## src/verilog/dhi_defs.svh

```systemverilog
`ifndef DHI_DEFS_SVH
`define DHI_DEFS_SVH
// Strap codes {bus_strap_a, bus_strap_b}
`define DHI_STRAP_8080 2'b11
`define DHI_STRAP_I2C 2'b10
`define DHI_STRAP_6800 2'b01
`define DHI_STRAP_SPI 2'b00
`define DHI_BYTE_BITS 8
`define DHI_SPI_LAST_BIT 3'h7
`define DHI_ZERO_BYTE 8'h00
`define DHI_I2C_ADDR_DEF 7'h3C
`define DHI_FRAME_CYC_DEF 16'h0800
`define DHI_FRAME_PULSE_DEF 16'h0010
`endif

```

## src/verilog/dhi_pkg.sv

```systemverilog
package dhi_pkg;
  typedef enum logic [1:0] {
    DHI_M8080,
    DHI_MI2C,
    DHI_M6800,
    DHI_MSPI
  } dhi_mode_e;
  typedef struct packed {
    logic is_data;
    logic [7:0] value;
  } dhi_byte_s;
endpackage

```

## src/verilog/dhi_frame_sync.sv

```systemverilog
`timescale 1ns/1ps
`include "dhi_defs.svh"
module dhi_frame_sync
  import dhi_pkg::*;
#(
  parameter logic [15:0] FRAME_CYC = `DHI_FRAME_CYC_DEF,
  parameter logic [15:0] PULSE_CYC = `DHI_FRAME_PULSE_DEF
) (
  input wire logic clk,
  input wire logic rstn,
  input wire logic srst,
  output logic frame_sync_out
);
  initial begin
    if (PULSE_CYC == 16'h0000 || PULSE_CYC >= FRAME_CYC) begin
      $error("dhi_frame_sync: bad pulse or frame length");
    end
  end
  logic [15:0] cnt_ff;
  logic [15:0] nxt_cnt;
  logic fs_ff;
  logic nxt_fs;
  always_comb begin
    nxt_cnt = (cnt_ff == FRAME_CYC - 16'h0001) ? 16'h0000 : cnt_ff + 16'h0001;
    nxt_fs = (nxt_cnt < PULSE_CYC);
  end
  // refresh frame marker
  always_ff @(posedge clk or negedge rstn) begin
    if (!rstn) begin
      // Park one count before wrap so the first marker opens a whole frame
      cnt_ff <= FRAME_CYC - 16'h0001;
      fs_ff <= 1'b0;
    end else if (srst) begin
      // reset pin restarts the frame too
      cnt_ff <= FRAME_CYC - 16'h0001;
      fs_ff <= 1'b0;
    end else begin
      cnt_ff <= nxt_cnt;
      fs_ff <= nxt_fs;
    end
  end
  assign frame_sync_out = fs_ff;
  // frame period check
  frame_period_a: assert property (@(posedge clk) disable iff (!rstn || srst)
    $rose(fs_ff) |-> cnt_ff == 16'h0000) else $error("frame sync misplaced");
  frame_seen_c: cover property (@(posedge clk) disable iff (!rstn) $rose(fs_ff));
endmodule

```

## src/verilog/dhi_host_port.sv

```systemverilog
`timescale 1ns/1ps
`include "dhi_defs.svh"
//////////////////////////////////////////////////////////////////////////////
// Notes on behaviour
// In 6800 mode a transfer starts when the enable strobe rises while selected.
// In 6800 mode the direction input high means read and low means write.
// In 8080 mode a read starts when the low-active read strobe falls while selected.
// In 8080 mode a write starts when the low-active write strobe falls while selected.
// The straps pick 8080 for 11, I2C for 10, 6800 for 01 and SPI for 00.
// Data/command high marks bytes as display data and low as commands.
// The bus is ignored whenever the low-active chip select is high.
// Pulling the low-active reset input low reinitialises all state.
// A frame sync output follows the refresh timing for tear-free writes.
// In SPI mode data lines one and two carry serial data and line zero the clock.
// In I2C mode data lines one and two form SDA and line zero carries SCL.
// The data lines are bidirectional and driven only during reads; the code also drives line one for the I2C acknowledge.
module dhi_host_port
  import dhi_pkg::*;
#(
  parameter logic [6:0] I2C_ADDR = `DHI_I2C_ADDR_DEF,
  parameter logic [15:0] FRAME_CYC = `DHI_FRAME_CYC_DEF,
  parameter logic [15:0] PULSE_CYC = `DHI_FRAME_PULSE_DEF
) (
  input wire logic clk,
  input wire logic rstn,
  input wire logic reset_in_n,
  input wire logic bus_strap_a,
  input wire logic bus_strap_b,
  input wire logic cs_n,
  input wire logic dc_sel,
  input wire logic strobe_e_rd_n,
  input wire logic rw_wr_n,
  input wire logic [7:0] data_in,
  output logic [7:0] data_out,
  output logic [7:0] data_oe,
  input wire logic [7:0] read_value,
  output logic read_taken,
  output dhi_byte_s wr_byte,
  output logic wr_valid,
  output logic [7:0] cmd_reg,
  output logic frame_sync_out
);
  //////////////////////////////////////////////////////////////////////////////
  logic srst;
  dhi_mode_e mode;
  logic e_q_ff, rd_q_ff, wr_q_ff, scl_q_ff, sda_q_ff;
  logic nxt_e_q, nxt_rd_q, nxt_wr_q, nxt_scl_q, nxt_sda_q;
  logic [7:0] dout_ff, nxt_dout;
  logic rd_act_ff, nxt_rd_act;
  dhi_byte_s wb_ff, nxt_wb;
  logic wv_ff, nxt_wv;
  logic [7:0] cmd_ff, nxt_cmd;
  logic [7:0] sh_ff, nxt_sh;
  logic [2:0] bit_ff, nxt_bit;
  logic i2c_on_ff, nxt_i2c_on;
  logic i2c_addr_ff, nxt_i2c_addr;
  logic i2c_dc_ff, nxt_i2c_dc;
  logic i2c_ctl_ff, nxt_i2c_ctl;
  logic ack_ff, nxt_ack;
  logic i2c_first_ff, nxt_i2c_first;
  logic scl_rise, scl_fall, sda_sda;

  // external reset acts like the system reset
  assign srst = !reset_in_n;

  // strap decode
  always_comb begin
    unique case ({bus_strap_a, bus_strap_b})
      `DHI_STRAP_8080: mode = DHI_M8080;
      `DHI_STRAP_I2C: mode = DHI_MI2C;
      `DHI_STRAP_6800: mode = DHI_M6800;
      `DHI_STRAP_SPI: mode = DHI_MSPI;
    endcase
  end

  //////////////////////////////////////////////////////////////////////////////
  // Parallel and serial decoding share one next-state block
  assign scl_rise = data_in[0] && !scl_q_ff;
  assign scl_fall = !data_in[0] && scl_q_ff;
  assign sda_sda = data_in[1];

  always_comb begin
    nxt_e_q = strobe_e_rd_n;
    nxt_rd_q = strobe_e_rd_n;
    nxt_wr_q = rw_wr_n;
    nxt_scl_q = data_in[0];
    nxt_sda_q = sda_sda;
    nxt_dout = dout_ff;
    nxt_rd_act = rd_act_ff;
    nxt_wb = wb_ff;
    nxt_wv = 1'b0;
    nxt_cmd = cmd_ff;
    nxt_sh = sh_ff;
    nxt_bit = bit_ff;
    nxt_i2c_on = i2c_on_ff;
    nxt_i2c_addr = i2c_addr_ff;
    nxt_i2c_dc = i2c_dc_ff;
    nxt_i2c_ctl = i2c_ctl_ff;
    nxt_ack = ack_ff;
    nxt_i2c_first = i2c_first_ff;
    read_taken = 1'b0;
    // deselect ends any transfer
    if (cs_n) begin
      nxt_rd_act = 1'b0;
      nxt_bit = 3'h0;
      nxt_i2c_on = 1'b0;
      nxt_ack = 1'b0;
    end else begin
      unique case (mode)
        DHI_M6800: begin
          // enable rising edge starts the access
          if (strobe_e_rd_n && !e_q_ff) begin
            // direction picks read or write
            if (rw_wr_n) begin
              nxt_rd_act = 1'b1;
              nxt_dout = read_value;
              read_taken = 1'b1;
            end else begin
              nxt_wb = '{is_data: dc_sel, value: data_in};
              nxt_wv = 1'b1;
            end
          end
          if (!strobe_e_rd_n) begin
            nxt_rd_act = 1'b0;
          end
        end
        DHI_M8080: begin
          // read strobe falling edge
          if (!strobe_e_rd_n && rd_q_ff) begin
            nxt_rd_act = 1'b1;
            nxt_dout = read_value;
            read_taken = 1'b1;
          end
          if (strobe_e_rd_n) begin
            nxt_rd_act = 1'b0;
          end
          // write strobe falling edge
          if (!rw_wr_n && wr_q_ff) begin
            nxt_wb = '{is_data: dc_sel, value: data_in};
            nxt_wv = 1'b1;
          end
        end
        DHI_MSPI: begin
          nxt_rd_act = 1'b0;
          // shift on clock line zero, data on line one
          if (scl_rise) begin
            nxt_sh = {sh_ff[6:0], sda_sda};
            nxt_bit = bit_ff + 3'h1;
            if (bit_ff == `DHI_SPI_LAST_BIT) begin
              nxt_wb = '{is_data: dc_sel, value: {sh_ff[6:0], sda_sda}};
              nxt_wv = 1'b1;
            end
          end
        end
        DHI_MI2C: begin
          nxt_rd_act = 1'b0;
          // start and stop seen on SDA while SCL high
          if (data_in[0] && scl_q_ff && sda_q_ff && !sda_sda) begin
            nxt_i2c_on = 1'b1;
            nxt_i2c_addr = 1'b1;
            nxt_i2c_first = 1'b1;
            nxt_bit = 3'h0;
            nxt_ack = 1'b0;
          end else if (data_in[0] && scl_q_ff && !sda_q_ff && sda_sda) begin
            nxt_i2c_on = 1'b0;
            nxt_ack = 1'b0;
          end else if (i2c_on_ff && scl_rise && !ack_ff) begin
            nxt_sh = {sh_ff[6:0], sda_sda};
            nxt_bit = bit_ff + 3'h1;
          end else if (i2c_on_ff && scl_fall) begin
            if (ack_ff) begin
              nxt_ack = 1'b0;
            end else if (bit_ff == 3'h0 && !i2c_first_ff) begin
              // Full byte: acknowledge (an address byte only if it matches with the write bit low), and deliver it if it is a data byte
              if (i2c_addr_ff) begin
                nxt_i2c_addr = 1'b0;
                nxt_ack = (sh_ff[7:1] == I2C_ADDR) && !sh_ff[0];
                nxt_i2c_on = nxt_ack;
                nxt_i2c_ctl = 1'b1;
              end else if (i2c_ctl_ff) begin
                // control byte bit 6 carries data/command
                nxt_i2c_dc = sh_ff[6];
                nxt_i2c_ctl = 1'b0;
                nxt_ack = 1'b1;
              end else begin
                nxt_wb = '{is_data: i2c_dc_ff, value: sh_ff};
                nxt_wv = 1'b1;
                nxt_ack = 1'b1;
              end
            end
            nxt_i2c_first = 1'b0;
          end
        end
      endcase
    end
    // commands land in the command register
    if (nxt_wv && !nxt_wb.is_data) begin
      nxt_cmd = nxt_wb.value;
    end
  end

  always_ff @(posedge clk or negedge rstn) begin
    if (!rstn) begin
      e_q_ff <= 1'b0;
      rd_q_ff <= 1'b1;
      wr_q_ff <= 1'b1;
      scl_q_ff <= 1'b1;
      sda_q_ff <= 1'b1;
      dout_ff <= `DHI_ZERO_BYTE;
      rd_act_ff <= 1'b0;
      wb_ff <= '0;
      wv_ff <= 1'b0;
      cmd_ff <= `DHI_ZERO_BYTE;
      sh_ff <= `DHI_ZERO_BYTE;
      bit_ff <= 3'h0;
      i2c_on_ff <= 1'b0;
      i2c_addr_ff <= 1'b0;
      i2c_dc_ff <= 1'b0;
      i2c_ctl_ff <= 1'b0;
      ack_ff <= 1'b0;
      i2c_first_ff <= 1'b0;
    end else if (srst) begin
      // synchronous reinitialise from reset pin
      e_q_ff <= 1'b0;
      rd_q_ff <= 1'b1;
      wr_q_ff <= 1'b1;
      scl_q_ff <= 1'b1;
      sda_q_ff <= 1'b1;
      dout_ff <= `DHI_ZERO_BYTE;
      rd_act_ff <= 1'b0;
      wb_ff <= '0;
      wv_ff <= 1'b0;
      cmd_ff <= `DHI_ZERO_BYTE;
      sh_ff <= `DHI_ZERO_BYTE;
      bit_ff <= 3'h0;
      i2c_on_ff <= 1'b0;
      i2c_addr_ff <= 1'b0;
      i2c_dc_ff <= 1'b0;
      i2c_ctl_ff <= 1'b0;
      ack_ff <= 1'b0;
      i2c_first_ff <= 1'b0;
    end else begin
      e_q_ff <= nxt_e_q;
      rd_q_ff <= nxt_rd_q;
      wr_q_ff <= nxt_wr_q;
      scl_q_ff <= nxt_scl_q;
      sda_q_ff <= nxt_sda_q;
      dout_ff <= nxt_dout;
      rd_act_ff <= nxt_rd_act;
      wb_ff <= nxt_wb;
      wv_ff <= nxt_wv;
      cmd_ff <= nxt_cmd;
      sh_ff <= nxt_sh;
      bit_ff <= nxt_bit;
      i2c_on_ff <= nxt_i2c_on;
      i2c_addr_ff <= nxt_i2c_addr;
      i2c_dc_ff <= nxt_i2c_dc;
      i2c_ctl_ff <= nxt_i2c_ctl;
      ack_ff <= nxt_ack;
      i2c_first_ff <= nxt_i2c_first;
    end
  end

  //////////////////////////////////////////////////////////////////////////////
  // drive the bus only for reads, or line one for the I2C acknowledge
  assign data_out = dout_ff & {8{rd_act_ff}};
  assign data_oe = rd_act_ff ? 8'hFF : {6'h00, ack_ff, 1'b0};
  assign wr_byte = wb_ff;
  assign wr_valid = wv_ff;
  assign cmd_reg = cmd_ff;

  dhi_frame_sync #(
    .FRAME_CYC(FRAME_CYC),
    .PULSE_CYC(PULSE_CYC)
  ) u_fs (
    .clk(clk),
    .rstn(rstn),
    .srst(srst),
    .frame_sync_out(frame_sync_out)
  );

  //////////////////////////////////////////////////////////////////////////////
  // deselected bus stays quiet
  desel_quiet_a: assert property (@(posedge clk) disable iff (!rstn || srst)
    $past(cs_n) |-> !wv_ff && !rd_act_ff) else $error("activity while deselected");
  // 6800 write on enable rise
  e_write_a: assert property (@(posedge clk) disable iff (!rstn || srst)
    mode == DHI_M6800 && !cs_n && strobe_e_rd_n && !e_q_ff && !rw_wr_n
    |=> wv_ff && wb_ff.value == $past(data_in)) else $error("6800 write lost");
  // 6800 read direction
  e_read_a: assert property (@(posedge clk) disable iff (!rstn || srst)
    mode == DHI_M6800 && !cs_n && strobe_e_rd_n && !e_q_ff && rw_wr_n
    |=> rd_act_ff && !wv_ff) else $error("6800 read wrong");
  // 8080 read strobe
  rd_strobe_a: assert property (@(posedge clk) disable iff (!rstn || srst)
    mode == DHI_M8080 && !cs_n && !strobe_e_rd_n && rd_q_ff
    |=> rd_act_ff && dout_ff == $past(read_value)) else $error("8080 read wrong");
  // 8080 write strobe
  wr_strobe_a: assert property (@(posedge clk) disable iff (!rstn || srst)
    mode == DHI_M8080 && !cs_n && !rw_wr_n && wr_q_ff
    |=> wv_ff && wb_ff.is_data == $past(dc_sel)) else $error("8080 write lost");
  // command register capture
  cmd_capture_a: assert property (@(posedge clk) disable iff (!rstn || srst)
    wv_ff && !wb_ff.is_data |-> cmd_ff == wb_ff.value) else $error("command not held");
  // drive only for reads
  bus_drive_a: assert property (@(posedge clk) disable iff (!rstn)
    data_oe == 8'hFF |-> rd_act_ff) else $error("bus driven outside read");
  // reset pin clears state
  pin_reset_a: assert property (@(posedge clk) disable iff (!rstn)
    srst |=> cmd_ff == `DHI_ZERO_BYTE && !wv_ff) else $error("reset pin ignored");
  // eight clocks make a byte
  spi_byte_a: assert property (@(posedge clk) disable iff (!rstn || srst)
    mode == DHI_MSPI && !cs_n && scl_rise && bit_ff == `DHI_SPI_LAST_BIT
    |=> wv_ff) else $error("spi byte lost");
  par_write_c: cover property (@(posedge clk) wv_ff && mode == DHI_M8080);
  spi_write_c: cover property (@(posedge clk) wv_ff && mode == DHI_MSPI);
  i2c_write_c: cover property (@(posedge clk) wv_ff && mode == DHI_MI2C);
  read_c: cover property (@(posedge clk) rd_act_ff);
endmodule

```

## config.mk

```make
export PLATFORM = sky130hd
export DESIGN_NAME = dhi_host_port
export DESIGN_NICKNAME = d
export VERILOG_FILES = /design/src/verilog/dhi_pkg.sv /design/src/verilog/dhi_frame_sync.sv /design/src/verilog/dhi_host_port.sv
export VERILOG_INCLUDE_DIRS = /design/src /design/src/verilog
export SDC_FILE = /design/constraint.sdc
export NUM_CORES = 1
export LEC_CHECK = 0
export ABC_CLOCK_PERIOD_IN_PS = 3900
export BUFFER_PORTS_ARGS = -buffer_cell sky130_fd_sc_hd__buf_2
export CAP_MARGIN = 15
export CORE_ASPECT_RATIO = 0.5
export CORE_MARGIN = 2
export CORE_UTILIZATION = 35
export CTS_CLUSTER_DIAMETER = 30
export DETAILED_ROUTE_END_ITERATION = 8
export GPL_TIMING_DRIVEN = 0
export PLACE_DENSITY = 0.62
export RECOVER_POWER = 100
export SLEW_MARGIN = 0
export SYNTH_ARGS = -nofsm -noshare
export SYNTH_HDL_FRONTEND = slang
export SYNTH_SLANG_ARGS = --single-unit
export TNS_END_PERCENT = 5
```

## constraint.sdc

```tcl
create_clock -name clk -period 3.9 [get_ports clk]
set_input_delay 0.78 -clock clk [delete_from_list [all_inputs] [get_ports clk]]
set_output_delay 0.78 -clock clk [all_outputs]
set_load 0.01 [all_outputs]
```

== After elaboration in Yosys (flattened, before gate mapping) ==
Index checks and enable logic that the tools add are counted.

* Flip-flop bits (word level): 66
* Input port bits: 25
* Output and inout bits: 36
* Logic and storage cells: 247

* Add/subtract/negate cells: 2
* Order comparisons: 1
* Eq/ne operators: 47
* Mux-type cells: 134
* Bitwise operators: 1
* Reduce and logical (&&, ||, !) cells: 41

{| class="wikitable"
|+ Operators by type and width
! kind !! number
|-
| 2-to-1 mux 9 bit || 15
|-
| 2-to-1 mux 8 bit || 14
|-
| 2-to-1 mux 1 bit || 89
|-
| case mux 9 bit (4 select lines) || 1
|-
| 2-to-1 mux 16 bit || 2
|-
| case mux 8 bit (2 select lines) || 2
|-
| inequality test 5 bit (second input constant) || 6
|-
| inequality test 3 bit (second input constant) || 9
|-
| 2-to-1 mux 3 bit || 6
|-
| adder 16 x 1 -> 16 bit (second input constant) || 1
|-
| == test 16 x 11 -> 1 bit (second input constant) || 1
|-
| logical AND 1 bit || 16
|-
| < comparator 16 x 5 -> 1 bit (second input constant) || 1
|-
| inequality test 3 x 1 -> 1 bit (second input constant) || 5
|-
| inequality test 5 x 1 -> 1 bit (second input constant) || 3
|-
| inequality test 2 bit (second input constant) || 6
|-
| AND reduction 6 bit || 2
|-
| zero test 1 bit || 11
|-
| inequality test 2 x 1 -> 1 bit (second input constant) || 5
|-
| AND reduction 10 bit || 1
|-
| AND reduction 5 bit || 2
|-
| bitwise AND 8 bit || 1
|-
| == test 2 bit (second input constant) || 4
|-
| case mux 2 bit (4 select lines) || 1
|-
| 19 further kinds || 22
|}

== Logic depth before layout (Yosys ltp) ==
* Depth in word-level cells: 14
* Mapped depth: 9
* Gate-level depth less buffers: 8

== Hierarchy ==
A second synthesis with hierarchy kept.

* Cells, all modules: 390
* Area total of the unflattened synthesis: 3965.1 sq um

{| class="wikitable"
|+ Modules (own cells, without submodules)
! module !! instances !! cells each !! area each (sq um) !! seq. area each (sq um)
|-
| dhi_host_port || 1 || 284 || 2957.8 || 1231.2
|-
| dhi_frame_sync || 1 || 106 || 1007.2 || 439.2
|}

== Worst setup path before layout ==
OpenSTA, ideal clock, no wires.

* Kind: input to output
* From: input bus_strap_a
* To: output read_taken
* Arrival time: 1.761 ns
* Required time: 3.120 ns
* Path slack: 1.359 ns
* Stages on the path: 8
* Path buffers: 3
* Cell sequence: buf_2 -> inv_2 -> clkbuf_1 -> nand2_1 -> o22ai_1 -> nand3b_1 -> buf_2 -> inv_2

* Word-level cells in the longest chain between the ends: 5
* Elaborated cells between the ends (all ways): 9
* Classes of those cells: eq/ne (4); mux (3); reduce/logical (2)

{| class="wikitable"
|+ RTL lines
! element !! line !! source
|-
| from (decl) || dhi_host_port.sv:27 || <nowiki>input wire logic bus_strap_a,</nowiki>
|-
| == test 2 x 1 -> 1 bit, or another cell as far along || dhi_host_port.sv:68 || <nowiki>unique case ({bus_strap_a, bus_strap_b})</nowiki>
|-
| case mux 2 bit (4 select lines) * || dhi_host_port.sv:68 ||
|-
| == test 2 bit or zero test 2 bit (tied branches) || dhi_host_port.sv:109 || <nowiki>unique case (mode)</nowiki>
|-
| case mux 1 bit (2 select lines) * || dhi_host_port.sv:109 ||
|-
| 2-to-1 mux 1 bit * || dhi_host_port.sv:103 || <nowiki>if (cs_n) begin</nowiki>
|-
| to (decl) || dhi_host_port.sv:37 || <nowiki>output logic read_taken,</nowiki>
|}

Every way passes the cells marked *; elsewhere a longest branch is shown, timed or not.

== Worst setup path after layout ==
Same ends and word-level chain as after synthesis.

==> flow_summary.toml <==
[outcome]
outcome = "finished with violations"
violations = "capacitance limit, slew limit"

[clock_tree]
cts.sinks = 66
clk_pin_slew_ns = 0.05
clock_latency_ns = 0.34
post_cts_resized = 0
cts_max_path_buffers = 2
root_buffer = "clkbuf_16"
cts_tree = "done"
numCtsBuffers = 9
post_cts_buffers = 0
ctsHoldBuffers = 0
htreeDepth = 3

[yosys]
synth_warnings = 0
synth.avg_cell_area_um2 = 10.1
yosysMostFrequentCell = "dfrtp_1"
async_reset_ff_share_pct = 100
syn_nets = 423
synthTopCellsByCount = "51 x dfrtp_1, 32 x nor2_1, 27 x mux2i_1, 22 x o21ai_0, 20 x nand2_1"
ys_seq_elements = 66
syn-instance-count = 394
synthTopCellsByArea = "dfrtp_1 32%, dfstp_2 9.9%, mux2i_1 6.8%"
synth.top_cell.area_share_pct = 32.2
yosysTopAreaCell = "dfrtp_1"
synth_edf_count = 0
ys_types = 57
ys_seq_area_share_pct = 42.1
synth_area_mm2 = 0.00396
synth_ff_type = "dfrtp_1"

[setup_path]
worstPathMaxFanout = 10
crit_path_start_kind = "primary input"
crit_path_end_kind = "output pin"
cp_data_arrival_time_ns = 2.54
criticalPathCategory = "in2out"
slowest_stage = "clkbuf_1"
worstPathRequired_ns = 3.12
cp_cell_sequence = "clkbuf_1 -> inv_2 -> clkbuf_1 -> nand2_1 -> o22ai_1 -> nand3b_1 -> clkbuf_1 -> inv_2 -> clkbuf_1"
crit_top_cell = "clkbuf_1"
critical_path.top_delay_family = "buffers and inverters"
slowest_delay_ns = 0.52
path_buf_inv = 6

[die]
die_h_um = 79.3
fp.dieW_um = 155
initial_core_util_pct = 36.0
rows = 27
die-area_mm2 = 0.0122
io_pins = 61
coreArea_mm2 = 0.0110

[cells_and_area]
fin_nets = 493
diodes = 0
n_fill_cell = 1087
drive_gt1_share_pct = 19.0
regMostFlops = "u_fs.cnt_ff"
largest_register_ffs = 16
stdcell_count = 614
area_delta_synth_final_pct = 17.7

[sta]
setup_tns_ns = 0
tightest_slew_ns = 1.62
hold_violations = 0
max-slew-margin-rel_pct = -7.95
finalMaxSlewViolations = 67
setup_violations = 0
fin_crit_sh_pct = 85.0
rsz0062_at_grt = "no"
clock.fmax_ghz = 0.302
period_minus_slack_ns = 3.32
skew_ns = 0.00930

[route]
drt-total-wl_um = 9320
antenna_left = 0
wl_per_cell_um = 15.2
dr.first_iter.drc_count = 256
via_count = 3167
first_pass_iters = 4
drcViolationCount = 0
routed_via_density = 5.16

[power]
power.leakage_nw = 2.25
irDropWorstVdd_uv = 201
p_per_area_mw_per_mm2 = 488

[global_routing]
grt_pass1_wl_um = 15500
grt.total_usage_pct = 16.2
grt_overflow = 0
grt_pass1_vias = 3054
grt_max_degree = 67
grt_antenna_before_repair = 0

[run]
cap_viol_max_count = 1

[placement]
globalplace.congestion = 0.804
dp_hpwl_um = 6360
port_buffers = 59
dp_cells = 598

[min_path]
hold_path_class = "reg2reg"
[logic make-up after synthesis]
kind of cell,Yosys count,share of synthesized area (%)
AND/OR/NAND/NOR,122,17.0
AO/OA/AOI/OAI,91,15.7
buffers and inverters,41,5.30
flip-flops,66,42.1
multiplexers,52,14.7
XOR/XNOR,18,3.98
adder cells (fa/ha/maj),4,1.26
[cell usage in the layout, fill, tap and decap left out, types with 5 or more instances in the layout]
cell type and instances:
and2_0 6, mux2i_1 27, dfstp_2 15, clkbuf_16 9, a31oi_1 7, nand2b_1 8, xor2_1 9, nand4_1 6
a22o_1 11, clkbuf_4 7, xnor2_1 9, buf_2 38, and2_1 5, nor2_1 32, nand2_1 20, o22ai_1 11
o21ai_1 10, o21ai_0 26, dfrtp_1 51, clkbuf_1 43, nor3_1 9, a21o_1 9, nand3_1 11, mux2_1 21
inv_1 6
[power by group]
group	total, mW	internal, mW	switching, mW
logic	0.557	0.226	0.331
registers	0.845	0.790	0.0550
clock network	0.873	0.575	0.298
total	2.27	1.59	0.684
[final timing paths]
path | startpoint | to | slack, ns | cells past startpoint
max in group asynchronous | rstn | i2c_first_ff | 2.07 | 1
min in group asynchronous | rstn | dout_ff[3] | 0.84 | 1
worst max-delay path | bus_strap_a | read_taken | 0.58 | 9
worst min register to register | cmd_reg[1] | cmd_reg[1] | 0.49 | 1
worst min-delay path | cmd_reg[1] | cmd_reg[1] | 0.49 | 1
worst max register to register | bit_ff[0] | cmd_reg[6] | 0.71 | 9
[per-layer routing]
layer | routed length [um] | GRT usage, % | vias up | part of all wire, %
met3 | 417 | 4.15 | 11 | 4.5
met1 | 4440 | 21.5 | 1530 | 48
met5 | 0 | 0 | - | 0
li1 | - | - | 1565 | -
met2 | 4320 | 26.2 | 61 | 46
met4 | 137 | 5.28 | 0 | 1.5
[metrics by stage]
stage | hold slack, ns | setup slack [ns] | utilization, % | power (mW) | area, um2
after global routing | 0.517 | 0.394 | 42.4 | 2.41 | 4660
after floorplan | 0.480 | 1.36 | - | 1.29 | 3960
after detailed placement | 0.493 | 0.918 | 40.3 | 1.43 | 4440
final | 0.491 | 0.585 | 42.4 | 2.27 | 4660
after global placement | 0.487 | 0.918 | 40.3 | 1.42 | 4440
after CTS | 0.510 | 0.914 | 43.3 | 2.31 | 4760
[layout make-up]
class                           instances  area [um2]  area share [%]
Buffer                                 33         169            3.62
Clock buffer                           11         243            5.20
Clock inverter                          5        77.6            1.66
Inverter                                8        30.0           0.644
Multi-Input combinational cell        287        2030            43.5
Sequential cell                        66        1670            35.8
Tap cell                              145         181            3.89
Timing Repair Buffer                   59         263            5.63
Note: power is estimated with default switching activity, not from simulation.
